==> src/adcs_pkg.sv <==
// Purpose: shared constants and pin carriers for the serial converter control block
// Assumes: core clock of 250 MHz; all times in ns
// Notes: counts above 4096 cycles are repeated as top-level parameter defaults
package adcs_pkg;

	// ----------------------------------------
	// timing
	// ----------------------------------------
	localparam int CLK_PERIOD_NS = 4;
	localparam int CS_SETUP_NS = 1000;
	localparam int CS_SETUP_CYC = (CS_SETUP_NS + CLK_PERIOD_NS - 1) / CLK_PERIOD_NS;
	localparam int CONV_NS = 21000;
	localparam int CONV_CYC = (CONV_NS + CLK_PERIOD_NS - 1) / CLK_PERIOD_NS;
	localparam int ABORT_NS = 9000;
	localparam int ABORT_CYC = ABORT_NS / CLK_PERIOD_NS;
	localparam int SYS_DIV = 54; // internal system clock divider
	localparam int GUARD_TICKS = 2; // falling edges of the system clock

	// ----------------------------------------
	// transfer shape
	// ----------------------------------------
	localparam int RES_W = 10;
	localparam int ADDR_W = 4;
	localparam logic [4:0] ADDR_BITS = 5'h04;
	localparam logic [4:0] START_EDGE = 5'h0a;
	localparam logic [4:0] MAX_EDGE = 5'h10;
	localparam int FIFO_DEPTH = 4;

	// ----------------------------------------
	// self-test channels and reset values
	// ----------------------------------------
	localparam logic [3:0] CH_TEST_MID = 4'hb;
	localparam logic [3:0] CH_TEST_ZERO = 4'hc;
	localparam logic [3:0] CH_TEST_FULL = 4'hd;
	localparam logic [9:0] CODE_MID = 10'h200;
	localparam logic [9:0] CODE_ZERO = 10'h000;
	localparam logic [9:0] CODE_FULL = 10'h3ff;
	localparam logic [9:0] RES_RST = 10'h000;
	localparam logic [3:0] ADDR_RST = 4'h0;

	typedef struct packed {
		logic cs_n;
		logic io_clk;
		logic addr;
	} adcs_pins_t;

	typedef struct packed {
		logic data;
		logic data_oe;
		logic eoc;
	} adcs_outs_t;

	typedef enum logic [1:0] {ST_OFF, ST_GUARD, ST_RUN} adcs_state_t;

endpackage

==> src/adcs_ctrl.sv <==
// Purpose: serial select/shift-clock/address front end and conversion sequencer
// Assumes: pins are asynchronous to core_clk; analog_code is a same-clock input
// Notes: results pass a small FIFO; a full FIFO holds end-of-conversion low
//
// Notes on behaviour
// - after select falls, ignore inputs for setup time plus two system clock edges
// - after select rises, stop taking address and shift clock within the guard time
// - 10-clock cycles work with select toggled or held low
// - toggled select allows 11 to 16 clocks; held low allows only 16
// - end-of-conversion drops after tenth rising edge, rises when conversion ends
// - select falling within 9 us of tenth falling edge aborts conversion
// - self-test channels 1011, 1100, 1101 give codes 512, 0, 1023
`timescale 1ns/100ps
module adcs_ctrl #(
	parameter int CONV_CYCLES = 5250,
	parameter int SYS_DIVIDE = 54
) (
	input wire logic core_clk,
	input wire logic rst_n,
	input adcs_pkg::adcs_pins_t pins,
	input wire logic [adcs_pkg::RES_W-1:0] analog_code,
	output logic [adcs_pkg::ADDR_W-1:0] conv_chan,
	output adcs_pkg::adcs_outs_t outs
);
	import adcs_pkg::*;

	adcs_state_t st_q;
	logic [2:0] sync1_q;
	logic [2:0] sync2_q;
	logic [1:0] prev_q;
	logic [7:0] sys_cnt_q;
	logic [9:0] guard_cnt_q;
	logic [1:0] tick_cnt_q;
	logic [4:0] bit_cnt_q;
	logic [4:0] fall_cnt_q;
	logic [ADDR_W-1:0] addr_q;
	logic [RES_W-1:0] shift_q;
	logic [RES_W-1:0] last_q;
	logic conv_q;
	logic res_v_q;
	logic pushed_q;
	logic [12:0] conv_cnt_q;
	logic abt_arm_q;
	logic [11:0] abt_cnt_q;
	logic [RES_W-1:0] res_code;
	logic fifo_in_ready;
	logic fifo_out_valid;
	logic [RES_W-1:0] fifo_out_data;

	// ----------------------------------------
	// pin synchronisers and edge finding
	// ----------------------------------------
	// first stage is read only by the second stage
	always_ff @(posedge core_clk) begin
		if (!rst_n) begin
			sync1_q <= 3'h7;
			sync2_q <= 3'h7;
			prev_q <= 2'h3;
		end else begin
			sync1_q <= {pins.cs_n, pins.io_clk, pins.addr};
			sync2_q <= sync1_q;
			prev_q <= sync2_q[2:1];
		end
	end

	wire cs_n_s = sync2_q[2];
	wire clk_s = sync2_q[1];
	wire addr_s = sync2_q[0];
	wire cs_fall_e = prev_q[1] && !cs_n_s;
	wire cs_rise_e = !prev_q[1] && cs_n_s;
	wire rise_e = !prev_q[0] && clk_s;
	wire fall_e = prev_q[0] && !clk_s;
	wire run = (st_q == ST_RUN);

	// ----------------------------------------
	// internal system clock as an enable
	// ----------------------------------------
	wire sys_tick = (sys_cnt_q == 8'(SYS_DIVIDE - 1));

	always_ff @(posedge core_clk) begin
		if (!rst_n)
			sys_cnt_q <= '0;
		else
			sys_cnt_q <= sys_tick ? 8'h00 : sys_cnt_q + 8'h01;
	end

	// ----------------------------------------
	// select guard and state
	// ----------------------------------------
	wire setup_done = (guard_cnt_q == 10'(CS_SETUP_CYC));
	wire guard_done = setup_done && sys_tick && (tick_cnt_q == 2'(GUARD_TICKS - 1));
	wire push_fire = res_v_q && fifo_in_ready;
	wire abort_e = cs_fall_e && conv_q && abt_arm_q && (abt_cnt_q < 12'(ABORT_CYC));
	// restart while select stays low: one cycle after the push, so the new word is at the buffer head, or on the 16th fall if the push came earlier
	wire restart_e = run && ((pushed_q && (bit_cnt_q == START_EDGE || bit_cnt_q == MAX_EDGE))
		|| (fall_e && fall_cnt_q == MAX_EDGE - 5'h01 && !conv_q));
	wire load_e = (st_q == ST_GUARD && guard_done) || restart_e;

	// noise on select is rejected because any bounce restarts the guard
	always_ff @(posedge core_clk) begin
		if (!rst_n) begin
			st_q <= ST_OFF;
			guard_cnt_q <= '0;
			tick_cnt_q <= '0;
		end else if (cs_n_s) begin
			st_q <= ST_OFF;
			guard_cnt_q <= '0;
			tick_cnt_q <= '0;
		end else if (cs_fall_e || st_q == ST_OFF) begin
			st_q <= ST_GUARD;
			guard_cnt_q <= '0;
			tick_cnt_q <= '0;
		end else if (st_q == ST_GUARD) begin
			if (!setup_done)
				guard_cnt_q <= guard_cnt_q + 10'h001;
			else if (sys_tick)
				tick_cnt_q <= tick_cnt_q + 2'h1;
			if (guard_done)
				st_q <= ST_RUN;
		end
	end

	// ----------------------------------------
	// edge counters and address shift
	// ----------------------------------------
	always_ff @(posedge core_clk) begin
		if (!rst_n || !run || load_e) begin
			bit_cnt_q <= '0;
			fall_cnt_q <= '0;
		end else begin
			if (rise_e && bit_cnt_q < MAX_EDGE)
				bit_cnt_q <= bit_cnt_q + 5'h01;
			if (fall_e && fall_cnt_q < MAX_EDGE)
				fall_cnt_q <= fall_cnt_q + 5'h01;
		end
	end

	always_ff @(posedge core_clk) begin
		if (!rst_n)
			addr_q <= ADDR_RST;
		else if (run && rise_e && bit_cnt_q < ADDR_BITS)
			addr_q <= {addr_q[ADDR_W-2:0], addr_s};
	end

	// ----------------------------------------
	// conversion timer, abort window, result
	// ----------------------------------------
	wire conv_start = run && rise_e && (bit_cnt_q == START_EDGE - 5'h01);
	wire conv_end = conv_q && !res_v_q && (conv_cnt_q == 13'(CONV_CYCLES - 1));

	always_ff @(posedge core_clk) begin
		if (!rst_n || abort_e) begin
			conv_q <= 1'b0;
			res_v_q <= 1'b0;
			conv_cnt_q <= '0;
		end else if (conv_start && !conv_q) begin
			conv_q <= 1'b1;
			conv_cnt_q <= '0;
		end else if (conv_end) begin
			res_v_q <= 1'b1;
		end else if (push_fire) begin
			conv_q <= 1'b0;
			res_v_q <= 1'b0;
		end else if (conv_q && !res_v_q) begin
			conv_cnt_q <= conv_cnt_q + 13'h0001;
		end
	end

	always_ff @(posedge core_clk) begin
		if (!rst_n)
			conv_chan <= ADDR_RST;
		else if (conv_start && !conv_q)
			conv_chan <= addr_q;
	end

	// push seen one cycle late; restarting on the push itself would reload the stale word
	always_ff @(posedge core_clk) begin
		pushed_q <= rst_n && push_fire;
	end

	// window opens on the tenth falling edge
	always_ff @(posedge core_clk) begin
		if (!rst_n || !conv_q) begin
			abt_arm_q <= 1'b0;
			abt_cnt_q <= '0;
		end else if (run && fall_e && fall_cnt_q == START_EDGE - 5'h01) begin
			abt_arm_q <= 1'b1;
			abt_cnt_q <= '0;
		end else if (abt_arm_q && abt_cnt_q < 12'(ABORT_CYC)) begin
			abt_cnt_q <= abt_cnt_q + 12'h001;
		end
	end

	// self-test channels bypass the analog path
	assign res_code = (conv_chan == CH_TEST_MID) ? CODE_MID :
		(conv_chan == CH_TEST_ZERO) ? CODE_ZERO :
		(conv_chan == CH_TEST_FULL) ? CODE_FULL : analog_code;

	// ----------------------------------------
	// result buffer
	// ----------------------------------------
	// a full buffer stalls the push, so end-of-conversion stays low meanwhile
	adcs_fifo #(
		.WIDTH(RES_W),
		.DEPTH(FIFO_DEPTH)
	) u_fifo (
		.core_clk(core_clk),
		.rst_n(rst_n),
		.in_valid(res_v_q),
		.in_ready(fifo_in_ready),
		.in_data(res_code),
		.out_valid(fifo_out_valid),
		.out_ready(load_e),
		.out_data(fifo_out_data)
	);

	// ----------------------------------------
	// output shifter
	// ----------------------------------------
	// an empty buffer repeats the last result instead of sending stale zeros
	wire [RES_W-1:0] load_word = fifo_out_valid ? fifo_out_data : last_q;

	always_ff @(posedge core_clk) begin
		if (!rst_n) begin
			shift_q <= RES_RST;
			last_q <= RES_RST;
		end else if (load_e) begin
			shift_q <= load_word;
			last_q <= load_word;
		end else if (run && fall_e) begin
			shift_q <= {shift_q[RES_W-2:0], 1'b0};
		end
	end

	assign outs.data = shift_q[RES_W-1];
	assign outs.data_oe = run;
	assign outs.eoc = !conv_q;
endmodule

==> src/adcs_fifo.sv <==
// Purpose: small result FIFO with valid/ready on both sides
// Assumes: single clock, synchronous active-low reset
// Notes: head word comes straight from the storage flops
`timescale 1ns/100ps
module adcs_fifo #(
	parameter int WIDTH = 10,
	parameter int DEPTH = 4
) (
	input wire logic core_clk,
	input wire logic rst_n,
	input wire logic in_valid,
	output logic in_ready,
	input wire logic [WIDTH-1:0] in_data,
	output logic out_valid,
	input wire logic out_ready,
	output logic [WIDTH-1:0] out_data
);
	localparam int AW = $clog2(DEPTH);

	logic [WIDTH-1:0] mem_q [DEPTH];
	logic [AW:0] wptr_q;
	logic [AW:0] rptr_q;
	wire push = in_valid && in_ready;
	wire pop = out_valid && out_ready;

	// ----------------------------------------
	// flags: extra pointer bit tells full from empty
	// ----------------------------------------
	assign out_valid = (wptr_q != rptr_q);
	assign in_ready = !((wptr_q[AW] != rptr_q[AW]) && (wptr_q[AW-1:0] == rptr_q[AW-1:0]));
	assign out_data = mem_q[rptr_q[AW-1:0]];

	// pointers
	always_ff @(posedge core_clk) begin
		if (!rst_n) begin
			wptr_q <= '0;
			rptr_q <= '0;
		end else begin
			if (push)
				wptr_q <= wptr_q + 1'b1;
			if (pop)
				rptr_q <= rptr_q + 1'b1;
		end
	end

	// storage needs no reset; nothing reads a slot before it is written
	always_ff @(posedge core_clk) begin
		if (push)
			mem_q[wptr_q[AW-1:0]] <= in_data;
	end

endmodule

==> config.mk <==
export PLATFORM = sky130hd
export DESIGN_NAME = adcs_ctrl
export DESIGN_NICKNAME = d
export VERILOG_FILES = /design/src/adcs_pkg.sv /design/src/adcs_ctrl.sv /design/src/adcs_fifo.sv
export SDC_FILE = /design/constraint.sdc
export NUM_CORES = 1
export LEC_CHECK = 0
export BUFFER_PORTS_ARGS = -buffer_cell sky130_fd_sc_hd__buf_2
export CELL_PAD_IN_SITES_DETAIL_PLACEMENT = 1
export CELL_PAD_IN_SITES_GLOBAL_PLACEMENT = 1
export CORE_MARGIN = 4
export CORE_UTILIZATION = 50
export DETAILED_ROUTE_END_ITERATION = 7
export GPL_TIMING_DRIVEN = 0
export HOLD_SLACK_MARGIN = 0.05
export PLACE_DENSITY = 0.88
export SYNTH_ARGS = -nofsm -noshare
export SYNTH_HDL_FRONTEND = slang
export SYNTH_SLANG_ARGS = --single-unit
==> constraint.sdc <==
create_clock -name core_clk -period 2.2 [get_ports core_clk]
set_input_delay 0.44 -clock core_clk [delete_from_list [all_inputs] [get_ports core_clk]]
set_output_delay 0.44 -clock core_clk [all_outputs]
set_load 0.01 [all_outputs]
==> flow_summary.json <==
{
  "outcome": "finished, final reports clean",
  "clk_path_buf_depth": 2,
  "cp-start-kind": "flip-flop",
  "dp_worst_setup_slack_ns": -0.0185,
  "place.gp.congestion": 0.828,
  "fin_setup_tns_ns": 0,
  "portBuffers": 21,
  "grt_overflow": 0,
  "die_w_microns": 121,
  "clk_latency_ns": 0.42,
  "ys_top_cells_by_area": "dfxtp_1 (33%), edfxtp_1 (19%), nor2_1 (4.4%), ha_1 (3.9%), mux4_2 (3.5%)",
  "netlist-cell-type-count": 61,
  "rr_endpoint": "last_q[9]",
  "worstSetupPathType": "reg2reg",
  "finalHoldViolations": 0,
  "rows": 41,
  "start_util_pct": 51.0,
  "seq_area_frac_synth_pct": 51.5,
  "drt-wirelength-per-cell_microns": 18.7,
  "p_leak_nw": 2.67,
  "grt_max_degree": 17,
  "synth_seq_cells": 145,
  "io_pins": 22,
  "grt_pass1_vias": 5125,
  "dieArea_sq_um": 14700,
  "power_density_nw_per_um2": 817,
  "drc": 0,
  "cp.required_ns": 2.48,
  "syn_to_final_growth_pct": 16.5,
  "clk_pin_slew_worst_paths_ns": 0.06,
  "setup-violations-final": 0,
  "crit_path_end_kind": "flip-flop",
  "worst_pin_slew_ns": 0.739,
  "cts_made_buffers": 17,
  "yosysWarnings": 0,
  "synth_area_per_cell_sq_um": 10.8,
  "die_y_microns": 121,
  "peakVddDrop_mv": 0.520,
  "grt_pass1_wl_microns": 25400,
  "clockRootBuffer": "clkbuf_16",
  "hold_buffers": 0,
  "synth_top_area_share_pct": 32.8,
  "dp_hpwl_microns": 10100,
  "synth_edf_count": 40,
  "max_freq_ghz": 0.482,
  "layout.nets": 673,
  "synth_cells": 595,
  "total_power_mw": 6.11,
  "viasPerCell": 5.53,
  "h-tree-depth": 4,
  "core_sq_um": 12600,
  "reg2reg_slack_ns": 0.12,
  "layout_min_cycle_time_ns": 2.08,
  "post-place-cells": 788,
  "antenna_found_initial": 0,
  "min-delay-start": "pins[2]",
  "final_area_sq_um": 7470,
  "dr.pass1.iters": 4,
  "reg2reg_depth": 5,
  "maxCapViolations": 0,
  "hold_path_end": "sync1_q[2]",
  "worst_slack_ns": 0.124,
  "routed_wl_microns": 15400,
  "async_reset_ff_share_pct": 0,
  "holdCritPathClass": "in2reg",
  "diodes": 0,
  "yosysTopAreaCell": "dfxtp_1",
  "via_count": 4554,
  "cts_sinks": 145,
  "worst-endpoint-arrival_ns": 2.35,
  "cts_tree": "done",
  "cp_max_fo": 10,
  "finClkSkew_ns": 0.00784,
  "grt_usage_pct": 22.2,
  "synthFlopType": "dfxtp_1",
  "drtAntennaViolNets": 0,
  "holdPathStages": 2,
  "drt_iter0_markers": 226,
  "slew_violations": 0,
  "maxSlewHeadroom_pct": 50.4,
  "fin_crit_sh_pct": 94.4,
  "layout-drive-gt1-share_pct": 17.7,
  "syn-num-nets": 630,
  "final_cells": 823,
  "placed_cell_area_sq_um": 6730,
  "syn-cell-area_sq_um": 6410
}
-- worst max path at each step --
stage / start / end / slack (ns) / depth (start not counted)
2_1_floorplan: fall_cnt_q[0] / shift_q[1] / 0.27 / 9
3_3_place_gp: fall_cnt_q[0] / shift_q[1] / 0.06 / 9
3_5_place_dp: fall_cnt_q[0] / shift_q[2] / -0.02 / 9
4_1_cts: fall_cnt_q[0] / shift_q[2] / 0.02 / 9
5_1_grt: fall_cnt_q[0] / shift_q[2] / -0.01 / 9
6_report: flip-flop / last_q[9] / 0.12 / 5
-- cell type report --
class	count	area [sq um]
repair buffers	24	128
clock buffers	21	472
clock inverters	11	199
inverters	25	93.8
fillers	1339	5090
flip-flops and latches	145	3310
well taps	172	215
plain buffers	22	134
multi-input cells	403	2930
-- metal layers --
metal / vias to the layer above / global-route usage (%) / wire (microns)
met4: 0 / 7.98 / 316
li1: 2188 / - / -
met1: 2256 / 25.4 / 6480
met2: 83 / 40.7 / 8130
met3: 27 / 4.94 / 456
met5: - / 0 / 0
-- worst max-delay path, stage by stage, from the launching register on --
cell and delay [ns]:
dfxtp_1 0.33, buf_1 0.51, mux4_2 0.44, mux2_2 0.28, a21oi_1 0.27, nor3_1 0.10
-- power by group --
| group | internal, mW | total (mW) | leakage, nW | switching (mW) |
|---|---|---|---|---|
| Clock | 2.12 | 3.26 | 0.327 | 1.13 |
| Sequential | 2.75 | 2.76 | 1.21 | 0.00941 |
| Combinational | 0.0323 | 0.0912 | 1.14 | 0.0589 |
| Total | 4.91 | 6.11 | 2.67 | 1.20 |
-- stage by stage --
stage / utilization, % / hold WS, ns
floorplan: - / 0.386
CTS: 59.0 / 0.203
finish: 59.5 / 0.213
global route: 59.5 / 0.219
detailed placement: 53.6 / 0.405
global placement: 53.6 / 0.397
-- cells by family (layout without fill, tap and decap cells) --
family / count (synthesis) / count (layout) / share of synthesized area, %
buffers and inverters: 47 / 103 / 3.45
xor gates and xnor gates: 48 / 48 / 6.55
and+or+nand+nor: 240 / 240 / 19.9
muxes: 34 / 34 / 7.45
adders and majority gates: 20 / 20 / 3.90
AOI/OAI and AO/OA: 61 / 61 / 7.22
DFF: 145 / 145 / 51.5
-- sequential cells by signal, summed over array words and instances, names as in the netlist, 4 cells and up, named ones only --
name          count
abt_cnt_q        12
addr_q            4
bit_cnt_q         5
conv_chan         4
conv_cnt_q       13
fall_cnt_q        5
guard_cnt_q      10
last_q           10
shift_q          10
sys_cnt_q         8
u_fifo.mem_q     40
-- cell usage after synthesis, drive strengths merged (6+ instances only) --
| cell | number |
|---|---|
| dfxtp | 105 |
| nor2 | 76 |
| nand2 | 50 |
| edfxtp | 40 |
| inv | 25 |
| xor2 | 25 |
| xnor2 | 23 |
| nor3 | 21 |
| ha | 20 |
| a21oi | 17 |
| nand3 | 17 |
| nand4 | 15 |
| mux2i | 14 |
| nand2b | 14 |
| buf | 13 |
| a311oi | 11 |
| o21a | 11 |
| mux2 | 10 |
| mux4 | 10 |
| nor4 | 10 |
| clkbuf | 9 |
| and2 | 8 |
| o21ai | 7 |
| and3 | 6 |
-- layout by cell type, fill, tap and decap left out, types with 14 or more instances in the layout --
cell         n
dfxtp_1    103
nor2_1      75
nand2_1     50
edfxtp_1    40
xor2_1      25
inv_1       24
xnor2_1     23
buf_2       23
ha_1        20
clkbuf_16   18
nand3_1     17
nor3_1      17
nand2b_1    14
mux2i_1     14
-- timing repair --
item | CTS | global route
setup buffers | 0 | 3
pin swaps | 0 | 3
gates resized for setup | 3 | 8
setup endpoints to repair | 40 | 33
No activity file was read; power rests on OpenSTA's default activity.
